--- config.mk ---
export PLATFORM = sky130hd
export DESIGN_NAME = cod_option_decode
export DESIGN_NICKNAME = d
export VERILOG_FILES = /design/src/hw/cod_pkg.sv /design/src/hw/cod_lv_filter.sv /design/src/hw/cod_option_decode.sv
export SDC_FILE = /design/constraint.sdc
export NUM_CORES = 1
export LEC_CHECK = 0
export ABC_AREA = 1
export BUFFER_PORTS_ARGS = -buffer_cell sky130_fd_sc_hd__buf_4
export CORE_ASPECT_RATIO = 2
export CORE_MARGIN = 2
export CORE_UTILIZATION = 47
export DETAILED_ROUTE_END_ITERATION = 10
export GPL_TIMING_DRIVEN = 0
export PLACE_DENSITY = 0.69
export SYNTH_ARGS = -nofsm -noshare
export SYNTH_HDL_FRONTEND = slang
export SYNTH_SLANG_ARGS = --single-unit
--- constraint.sdc ---
create_clock -name i_clk -period 4.2 [get_ports i_clk]
set_input_delay 0.21 -clock i_clk [delete_from_list [all_inputs] [get_ports i_clk]]
set_output_delay 0.21 -clock i_clk [all_outputs]
set_load 0.05 [all_outputs]
--- src/hw/cod_pkg.sv ---
/*
  constants for the option word decoder: field positions, register offsets,
  reset values and timing counts.
  assumes a 100 MHz system clock and 15-bit option words.
*/
package cod_pkg;

  // ************************************************************
  // word layout
  // ************************************************************
  localparam int          WORD_W        = 15;
  localparam logic [14:0] WORD_RESET    = 15'h7fff;
  localparam int          W0_SRC_SEL    = 14;
  localparam int          W0_WARMUP     = 13;
  localparam int          W0_RST_MODE   = 10;
  localparam int          W0_LVR_HI     = 8;
  localparam int          W0_LVR_LO     = 7;
  localparam int          W0_PIN_SEL    = 6;
  localparam int          W0_WDT_N      = 5;
  localparam int          W0_FLT_WIDTH  = 4;
  localparam int          W0_FLT_EN     = 3;
  localparam int          W0_PROT_HI    = 2;
  localparam int          W1_SUB_OSC    = 13;
  localparam int          W1_TRIM_HI    = 12;
  localparam int          W1_TRIM_LO    = 7;

  // ************************************************************
  // register map
  // ************************************************************
  localparam int          ADDR_W        = 4;
  localparam int          DATA_W        = 16;
  localparam logic [3:0]  OFS_WORD0     = 4'h0;
  localparam logic [3:0]  OFS_WORD1     = 4'h1;
  localparam logic [3:0]  OFS_LINK_A    = 4'h2;
  localparam logic [3:0]  OFS_LINK_B    = 4'h3;
  localparam logic [3:0]  OFS_LINK_C    = 4'h4;
  localparam logic [3:0]  OFS_STATUS    = 4'h5;
  // linked register a: warm-up, reset mode, level code
  localparam int          LA_WARMUP     = 0;
  localparam int          LA_RST_MODE   = 1;
  localparam int          LA_LVR_LO     = 2;
  localparam int          LA_LVR_HI     = 3;
  // linked register b: pin select, watchdog, filter width, filter enable
  localparam int          LB_PIN_SEL    = 0;
  localparam int          LB_WDT_N      = 1;
  localparam int          LB_FLT_WIDTH  = 2;
  localparam int          LB_FLT_EN     = 3;
  // linked register c: trim and sub-oscillator select
  localparam int          LC_TRIM_HI    = 5;
  localparam int          LC_SUB_OSC    = 6;
  // status register
  localparam int          ST_LATCHED    = 0;
  localparam int          ST_LV_RESET   = 1;
  localparam int          ST_SRC_SEL    = 2;

  // ************************************************************
  // decoded values and timing
  // ************************************************************
  localparam logic [5:0]  WARMUP_LONG   = 6'h20;
  localparam logic [5:0]  WARMUP_SHORT  = 6'h08;
  localparam logic [5:0]  FLT_NARROW    = 6'h08;
  localparam logic [5:0]  FLT_WIDE      = 6'h20;
  localparam logic [5:0]  TRIM_NOMINAL  = 6'h3f;
  localparam logic [6:0]  TRIM_TOP      = 7'h3f;
  localparam logic [6:0]  TRIM_BASE     = 7'h20;
  localparam int          CLK_MHZ       = 100;
  localparam int          LV_HOLD_NS    = 5000;
  localparam int          LV_HOLD_CYC   = (LV_HOLD_NS * CLK_MHZ + 999) / 1000;

  typedef enum logic {COD_WAIT, COD_LATCHED} cod_phase_t;

endpackage

--- src/hw/cod_lv_filter.sv ---
/*
  low-voltage persistence filter: raises a reset flag once the comparator
  has reported low supply for a full hold time, drops it on release.
  assumes comparator inputs already synchronous to i_clk.
*/
`timescale 1ns/1ns
`default_nettype none
module cod_lv_filter #(
  parameter int HOLD_CYCLES = cod_pkg::LV_HOLD_CYC
) (
  input  wire logic i_clk,
  input  wire logic i_rst_n,
  input  wire logic i_enable,
  input  wire logic i_below,
  input  wire logic i_release,
  output logic      o_reset
);

  localparam int CNT_W = $clog2(HOLD_CYCLES + 1);

  if (HOLD_CYCLES < 1) begin : g_bad
    $error("cod_lv_filter: HOLD_CYCLES must be at least 1");
  end

  typedef struct packed {
    logic [CNT_W-1:0] count;
    logic             flag;
  } cod_flt_t;

  cod_flt_t st;
  cod_flt_t next_st;

  // ************************************************************
  // hold counter
  // ************************************************************
  always_comb
  begin
    next_st = st;
    if (!i_enable) begin
      next_st = '0;
    end else if (i_below) begin
      if (st.count == CNT_W'(HOLD_CYCLES - 1)) begin
        next_st.flag = 1'b1;
      end else begin
        next_st.count = st.count + 1'b1;
      end
    end else begin
      next_st.count = '0;
      if (i_release) begin
        next_st.flag = 1'b0;
      end
    end
  end

  always_ff @(posedge i_clk or negedge i_rst_n)
  begin
    if (!i_rst_n) begin
      st <= '0;
    end else begin
      st <= next_st;
    end
  end

  assign o_reset = st.flag;

endmodule // cod_lv_filter
`default_nettype wire

--- src/hw/cod_option_decode.sv ---
/*
  option word decoder: latches the two nonvolatile option words at power-on,
  decodes them for clock, reset, watchdog and pin logic, and offers them and
  the linked control registers on a plain register port.
  assumes i_rst_n is the power-on reset and the option words are stable
  when it is released; all inputs are synchronous to i_clk.
*/
`timescale 1ns/1ns
`default_nettype none
module cod_option_decode #(
  parameter int LV_HOLD_CYCLES = cod_pkg::LV_HOLD_CYC
) (
  input  wire logic                       i_clk,
  input  wire logic                       i_rst_n,
  // nonvolatile option words
  input  wire logic [cod_pkg::WORD_W-1:0] i_option_word0,
  input  wire logic [cod_pkg::WORD_W-1:0] i_option_word1,
  // register port
  input  wire logic [cod_pkg::ADDR_W-1:0] i_addr,
  input  wire logic [cod_pkg::DATA_W-1:0] i_wdata,
  input  wire logic                       i_wr,
  input  wire logic                       i_rd,
  output logic      [cod_pkg::DATA_W-1:0] o_rdata,
  // supply comparators
  input  wire logic                       i_vdd_below_2v7,
  input  wire logic                       i_vdd_above_2v9,
  input  wire logic                       i_vdd_below_3v0,
  input  wire logic                       i_vdd_above_3v2,
  // shared pin and operating mode
  input  wire logic                       i_shared_io_pin,
  input  wire logic                       i_mode_green,
  input  wire logic                       i_mode_idle,
  input  wire logic                       i_mode_sleep,
  // decoded values
  output logic                            o_options_valid,
  output logic      [5:0]                 o_warmup_clocks,
  output logic                            o_post_reset_green,
  output logic                            o_lv_reset_enable,
  output logic                            o_lv_level_3v0,
  output logic                            o_lv_reset,
  output logic                            o_ext_reset_pin_en,
  output logic                            o_ext_reset,
  output logic                            o_watchdog_enable,
  output logic                            o_filter_enable,
  output logic      [5:0]                 o_filter_min_width,
  output logic                            o_code_protect,
  output logic                            o_sub_osc_64k,
  output logic      [5:0]                 o_osc_trim,
  output logic      [6:0]                 o_trim_period_pct
);

  if (LV_HOLD_CYCLES < 1) begin : g_bad
    $error("cod_option_decode: LV_HOLD_CYCLES must be at least 1");
  end

  // ************************************************************
  // state
  // ************************************************************
  typedef struct packed {
    cod_pkg::cod_phase_t              phase;
    logic [cod_pkg::WORD_W-1:0]       word0;
    logic [cod_pkg::WORD_W-1:0]       word1;
    logic [3:0]                       link_a;
    logic [3:0]                       link_b;
    logic [6:0]                       link_c;
    logic [cod_pkg::DATA_W-1:0]       rdata;
    logic                             valid;
    logic [5:0]                       warmup;
    logic                             green;
    logic                             lv_en;
    logic                             lv_3v0;
    logic                             lv_reset;
    logic                             pin_en;
    logic                             ext_reset;
    logic                             wdt_en;
    logic                             flt_en;
    logic [5:0]                       flt_width;
    logic                             protect;
    logic                             sub_64k;
    logic [5:0]                       trim;
    logic [6:0]                       trim_pct;
  } cod_state_t;

  cod_state_t st;
  cod_state_t next_st;

  // effective settings after source selection
  logic       src_opt;
  logic       eff_warmup;
  logic       eff_mode;
  logic [1:0] eff_lvr;
  logic       eff_pin;
  logic       eff_wdt_n;
  logic       eff_width;
  logic       eff_flt;
  logic [5:0] eff_trim;
  logic       eff_sub;
  logic       lv_flag;
  logic       lv_below;
  logic       lv_release;

  // ************************************************************
  // source selection
  // ************************************************************
  always_comb
  begin
    src_opt = st.word0[cod_pkg::W0_SRC_SEL];
    if (src_opt) begin
      eff_warmup = st.word0[cod_pkg::W0_WARMUP];
      eff_mode   = st.word0[cod_pkg::W0_RST_MODE];
      eff_lvr    = st.word0[cod_pkg::W0_LVR_HI:cod_pkg::W0_LVR_LO];
      eff_pin    = st.word0[cod_pkg::W0_PIN_SEL];
      eff_wdt_n  = st.word0[cod_pkg::W0_WDT_N];
      eff_width  = st.word0[cod_pkg::W0_FLT_WIDTH];
      eff_flt    = st.word0[cod_pkg::W0_FLT_EN];
      eff_trim   = st.word1[cod_pkg::W1_TRIM_HI:cod_pkg::W1_TRIM_LO];
      eff_sub    = st.word1[cod_pkg::W1_SUB_OSC];
    end else begin
      eff_warmup = st.link_a[cod_pkg::LA_WARMUP];
      eff_mode   = st.link_a[cod_pkg::LA_RST_MODE];
      eff_lvr    = st.link_a[cod_pkg::LA_LVR_HI:cod_pkg::LA_LVR_LO];
      eff_pin    = st.link_b[cod_pkg::LB_PIN_SEL];
      eff_wdt_n  = st.link_b[cod_pkg::LB_WDT_N];
      eff_width  = st.link_b[cod_pkg::LB_FLT_WIDTH];
      eff_flt    = st.link_b[cod_pkg::LB_FLT_EN];
      eff_trim   = st.link_c[cod_pkg::LC_TRIM_HI:0];
      eff_sub    = st.link_c[cod_pkg::LC_SUB_OSC];
    end
    // level code 01 watches 2.7V, 00 watches 3.0V
    if (eff_lvr[0]) begin
      lv_below   = i_vdd_below_2v7;
      lv_release = i_vdd_above_2v9;
    end else begin
      lv_below   = i_vdd_below_3v0;
      lv_release = i_vdd_above_3v2;
    end
  end

  // ************************************************************
  // low-voltage persistence
  // ************************************************************
  cod_lv_filter #(
    .HOLD_CYCLES (LV_HOLD_CYCLES)
  ) u_lv_filter (
    .i_clk     (i_clk),
    .i_rst_n   (i_rst_n),
    .i_enable  (st.valid && !eff_lvr[1]),
    .i_below   (lv_below),
    .i_release (lv_release),
    .o_reset   (lv_flag)
  );

  // ************************************************************
  // latch, registers and decode
  // ************************************************************
  always_comb
  begin
    next_st = st;
    next_st.rdata = '0;
    case (st.phase)
      cod_pkg::COD_WAIT:
      begin
        // capture once after power-on release, then never again
        next_st.word0 = i_option_word0;
        next_st.word1 = i_option_word1;
        next_st.link_a = {i_option_word0[cod_pkg::W0_LVR_HI:cod_pkg::W0_LVR_LO],
                          i_option_word0[cod_pkg::W0_RST_MODE],
                          i_option_word0[cod_pkg::W0_WARMUP]};
        next_st.link_b = {i_option_word0[cod_pkg::W0_FLT_EN],
                          i_option_word0[cod_pkg::W0_FLT_WIDTH],
                          i_option_word0[cod_pkg::W0_WDT_N],
                          i_option_word0[cod_pkg::W0_PIN_SEL]};
        next_st.link_c = {i_option_word1[cod_pkg::W1_SUB_OSC],
                          i_option_word1[cod_pkg::W1_TRIM_HI:cod_pkg::W1_TRIM_LO]};
        next_st.phase = cod_pkg::COD_LATCHED;
      end
      cod_pkg::COD_LATCHED:
      begin
        next_st.valid = 1'b1;
        // linked registers are writable only when sourced from registers
        if (i_wr && !src_opt) begin
          case (i_addr)
            cod_pkg::OFS_LINK_A: next_st.link_a = i_wdata[3:0];
            cod_pkg::OFS_LINK_B: next_st.link_b = i_wdata[3:0];
            cod_pkg::OFS_LINK_C: next_st.link_c = i_wdata[6:0];
            default:             next_st.link_a = st.link_a;
          endcase
        end
        next_st.warmup = eff_warmup ? cod_pkg::WARMUP_SHORT : cod_pkg::WARMUP_LONG;
        next_st.green = !eff_mode;
        next_st.lv_en = !eff_lvr[1];
        next_st.lv_3v0 = !eff_lvr[1] && !eff_lvr[0];
        next_st.lv_reset = lv_flag;
        next_st.pin_en = !eff_pin;
        next_st.ext_reset = !eff_pin && !i_shared_io_pin;
        next_st.wdt_en = !eff_wdt_n;
        next_st.flt_width = eff_width ? cod_pkg::FLT_WIDE : cod_pkg::FLT_NARROW;
        next_st.flt_en = eff_flt && !(i_mode_green || i_mode_idle || i_mode_sleep);
        next_st.protect = (st.word0[cod_pkg::W0_PROT_HI:0] == 3'h0);
        next_st.sub_64k = !eff_sub;
        next_st.trim = eff_trim;
        next_st.trim_pct = eff_trim[5] ? ({1'b0, eff_trim} - cod_pkg::TRIM_TOP)
                                       : (cod_pkg::TRIM_BASE - {1'b0, eff_trim});
      end
      default:
      begin
        next_st.phase = cod_pkg::COD_WAIT;
      end
    endcase
    // read data appear in the cycle after the strobe
    if (i_rd) begin
      case (i_addr)
        cod_pkg::OFS_WORD0:  next_st.rdata = {1'b0, st.word0};
        cod_pkg::OFS_WORD1:  next_st.rdata = {1'b0, st.word1};
        cod_pkg::OFS_LINK_A: next_st.rdata = {12'h0000, st.link_a};
        cod_pkg::OFS_LINK_B: next_st.rdata = {12'h0000, st.link_b};
        cod_pkg::OFS_LINK_C: next_st.rdata = {9'h000, st.link_c};
        cod_pkg::OFS_STATUS: next_st.rdata = {13'h0000, src_opt, st.lv_reset, st.valid};
        default:             next_st.rdata = '0;
      endcase
    end
  end

  always_ff @(posedge i_clk or negedge i_rst_n)
  begin
    if (!i_rst_n) begin
      st           <= '0;
      st.phase     <= cod_pkg::COD_WAIT;
      st.word0     <= cod_pkg::WORD_RESET;
      st.word1     <= cod_pkg::WORD_RESET;
      st.link_a    <= 4'hf;
      st.link_b    <= 4'hf;
      st.link_c    <= 7'h7f;
      st.warmup    <= cod_pkg::WARMUP_SHORT;
      st.flt_width <= cod_pkg::FLT_WIDE;
      st.trim      <= cod_pkg::TRIM_NOMINAL;
    end else begin
      st <= next_st;
    end
  end

  // ************************************************************
  // outputs
  // ************************************************************
  assign o_rdata            = st.rdata;
  assign o_options_valid    = st.valid;
  assign o_warmup_clocks    = st.warmup;
  assign o_post_reset_green = st.green;
  assign o_lv_reset_enable  = st.lv_en;
  assign o_lv_level_3v0     = st.lv_3v0;
  assign o_lv_reset         = st.lv_reset;
  assign o_ext_reset_pin_en = st.pin_en;
  assign o_ext_reset        = st.ext_reset;
  assign o_watchdog_enable  = st.wdt_en;
  assign o_filter_enable    = st.flt_en;
  assign o_filter_min_width = st.flt_width;
  assign o_code_protect     = st.protect;
  assign o_sub_osc_64k      = st.sub_64k;
  assign o_osc_trim         = st.trim;
  assign o_trim_period_pct  = st.trim_pct;

endmodule // cod_option_decode
`default_nettype wire

==> out/results.tsv <==
stage	metric	value	unit
detailed_routing	routed_via_density	4.91	
status	violations	negative hold slack	
detailed_routing	firstDrtPassIters	4	
clock_network	numCtsBuffers	9	
synthesis	synth.most_common_cell	nand2_1	
global_route	met1_usage	26.6	%
synthesis	synth_top_area_share	28.1	%
synthesis	ys_seq_elements	99	
synthesis	async_flop_share	100	%
placed_design	dp_cells	851	
critical_path	critPathCaptureType	flop	
global_route	use_met3	4.06	%
final_layout	nets	790	
synthesis	yosysTopAreaCell	dfstp_2	
global_route	grt_pass1_vias	4414	
clock_network	clk_latency	0.35	ns
floorplanning	row_count	53	
synthesis	yosys_most_used_dff	dfstp_2	
floorplanning	die_h	149	um
synthesis	yosysWarnings	0	
synthesis	synth_area	4960	um2
sta	holdWs	-0.0610	ns
power	peakVddDrop	288	uV
sta	fmax	529	MHz
detailed_routing	drt-wirelength-per-cell	15.4	um
floorplanning	initial_utilization	47.7	%
placed_design	gp_congestion	0.914	
placed_design	io_buffers	95	
global_route	grt_pass1_wl	21.6	mm
global_route	antenna_found_initial	0	
final_layout	layoutNonFillerInstCount	867	
floorplanning	die_area	11400	um2
clock_network	max-clock-path-buffers	2	
final_layout	antenna_cells	0	
global_route	met2_usage	45.9	%
final_layout	final_util	59.3	%
clock_network	hold_buffers	0	
job	drv_cap	0	
sta	post-route-period-util	45.0	%
clock_network	clock-sinks	99	
power	p_per_area	420	nW/um2
status	outcome	finished, violations left	
clock_network	clockRootBuffer	clkbuf_16	
clock_network	cts_tree	done	
floorplanning	die_x	76.7	um
detailed_routing	drt_iter0_drc	278	
critical_path	critical_path_class	flop to flop	
placed_design	dpl.hpwl	10.2	mm
sta	maxSlewViolCount	0	
floorplanning	core	10400	um2
global_route	grt_max_degree	100	
final_layout	area_delta_synth_final	24.4	%
sta	fin_skew	0.00532	ns
clock_network	path_clk_slew	0.07	ns
floorplanning	ios	114	
synthesis	seq_area_frac_synth	51.2	%
final_layout	drive_above_1_share	33.0	%
detailed_routing	vias	4258	
detailed_routing	drc_errors	0	
sta	fin_crit	1.89	ns
synthesis	syn_avg_cell_area	8.12	um2
sta	rsz0062_at_grt	false	
sta	max-slew-margin-rel	39.5	%
global_route	grt.busiest_layer	met2	
sta	tns	0	ns
synthesis	synth_edf_count	0	
synthesis	synthTopCellsByCount	nand2_1, dfstp_2, inv_1, dfrtp_1, buf_4	
synthesis	synthCells	611	
sta	hold_viol	25	
synthesis	synth_top_cells_by_area	dfstp_2, dfrtp_1, nand2_1	
critical_path	required	4.44	ns
global_route	grt-ovfl-total	0	
min_path	hp-class	input pin to async pin	
placed_design	place_ws	2.41	ns
clock_network	cts_resized	0	
critical_path	path_max_fanout	8	
power	power_leakage	3.21	nW
detailed_routing	final_antenna_net_count	0	
sta	fin_ws	2.31	ns
sta	finalSetupViolations	0	
synthesis	ys_types	35	
clock_network	h-tree-depth	3	
detailed_routing	routed_wl	13.4	mm
critical_path	cp.arrival	2.13	ns
sta	tightest_slew	0.907	ns
global_route	grt_usage	24.7	%
critical_path	startpoint_type	flop	
clock_network	post_cts_buffers	0	
## flip-flops by register name, summed over array words and instances (netlist names), 2 cells and up
name and cells:
o_filter_min_width 2, o_osc_trim 6, o_rdata 15, o_trim_period_pct 7, o_warmup_clocks 2, st 45, u_lv_filter.st 9
## critical path, cell delays in order (launching register included)
cell and delay (ns):
dfstp_2 0.55, inv_2 0.08, nand2_1 0.07, nand2_1 0.11, inv_1 0.16, ha_1 0.18, inv_1 0.05, nor2_1 0.15
inv_1 0.06, o21ai_1 0.15, inv_1 0.08, nand2_1 0.06, nand3_1 0.07
## metrics by stage
step | power [mW] | area, um2
finish | 2.59 | 6180
global placement | 1.77 | 5880
CTS | 2.60 | 6170
global route | 2.70 | 6180
floorplan | 1.57 | 4990
detailed placement | 1.78 | 5880
## layout by cell type (no fill, tap or decap), types with 2 or more instances in the layout
| cell | netlist | routed |
|---|---|---|
| a21boi_0 | 3 | 3 |
| a21oi_1 | 23 | 23 |
| buf_2 | 10 | 10 |
| buf_4 | 43 | 137 |
| buf_6 | 5 | 6 |
| clkbuf_1 | 4 | 4 |
| clkbuf_16 | 0 | 9 |
| clkinv_2 | 1 | 4 |
| clkinvlp_4 | 0 | 2 |
| conb_1 | 2 | 10 |
| dfrtp_1 | 46 | 46 |
| dfstp_2 | 53 | 53 |
| ha_1 | 3 | 3 |
| inv_1 | 51 | 51 |
| inv_2 | 4 | 4 |
| nand2_1 | 217 | 217 |
| nand2_2 | 5 | 5 |
| nand3_1 | 28 | 28 |
| nand4_1 | 7 | 7 |
| nor2_1 | 35 | 35 |
| nor2_2 | 3 | 3 |
| nor2_4 | 2 | 2 |
| nor3b_1 | 2 | 2 |
| o21ai_0 | 37 | 37 |
| o21ai_1 | 13 | 13 |
| o21ai_2 | 2 | 2 |
| xor2_1 | 2 | 2 |
## cells by family after synthesis
group	count (synthesis)	share of synthesized area [%]
flip-flops	99	51.2
AO/OA/AOI/OAI	83	9.02
adder cells (fa/ha/maj)	3	0.756
other	2	0.151
AND/OR/NAND/NOR	303	25.1
XOR/XNOR	3	0.529
buffers and inverters	118	13.2
## metal layers
| metal | share of wire (%) | vias up |
|---|---|---|
| li1 | - | 2097 |
| met1 | 36 | 2006 |
| met2 | 56 | 123 |
| met3 | 4.1 | 32 |
| met4 | 3.9 | 0 |
| met5 | 0 | - |
## final cells by class
class | instances | area [um2]
buffer | 62 | 444
clock buffer | 9 | 225
clock inverter | 7 | 68.8
fill | 965 | 4240
inverter | 56 | 211
multi-input combinational | 402 | 1790
sequential | 99 | 2540
tap | 137 | 171
timing repair buffer | 95 | 717
## path summary, 6_finish.rpt
path | startpoint | depth (start not counted) | slack [ns] | end
max | src_opt | 12 | 2.31 | o_trim_period_pct[2]
min | i_rst_n | 1 | -0.06 | u_lv_filter.st[3]
max reg2reg | src_opt | 12 | 2.31 | o_trim_period_pct[2]
min reg2reg | st[75] | 2 | 0.47 | st[75]
max in group asynchronous | i_rst_n | 1 | 3.61 | o_rdata[4]
min in group i_clk | i_shared_io_pin | 2 | 0.03 | o_ext_reset
## where the power goes
group	total, mW	internal (mW)	leakage [nW]	switching [mW]
combinational	0.626	0.216	1.92	0.410
sequential	1.14	1.08	1.16	0.0560
clock	0.826	0.459	0.141	0.367
Note: power is estimated with default switching activity, not from simulation.
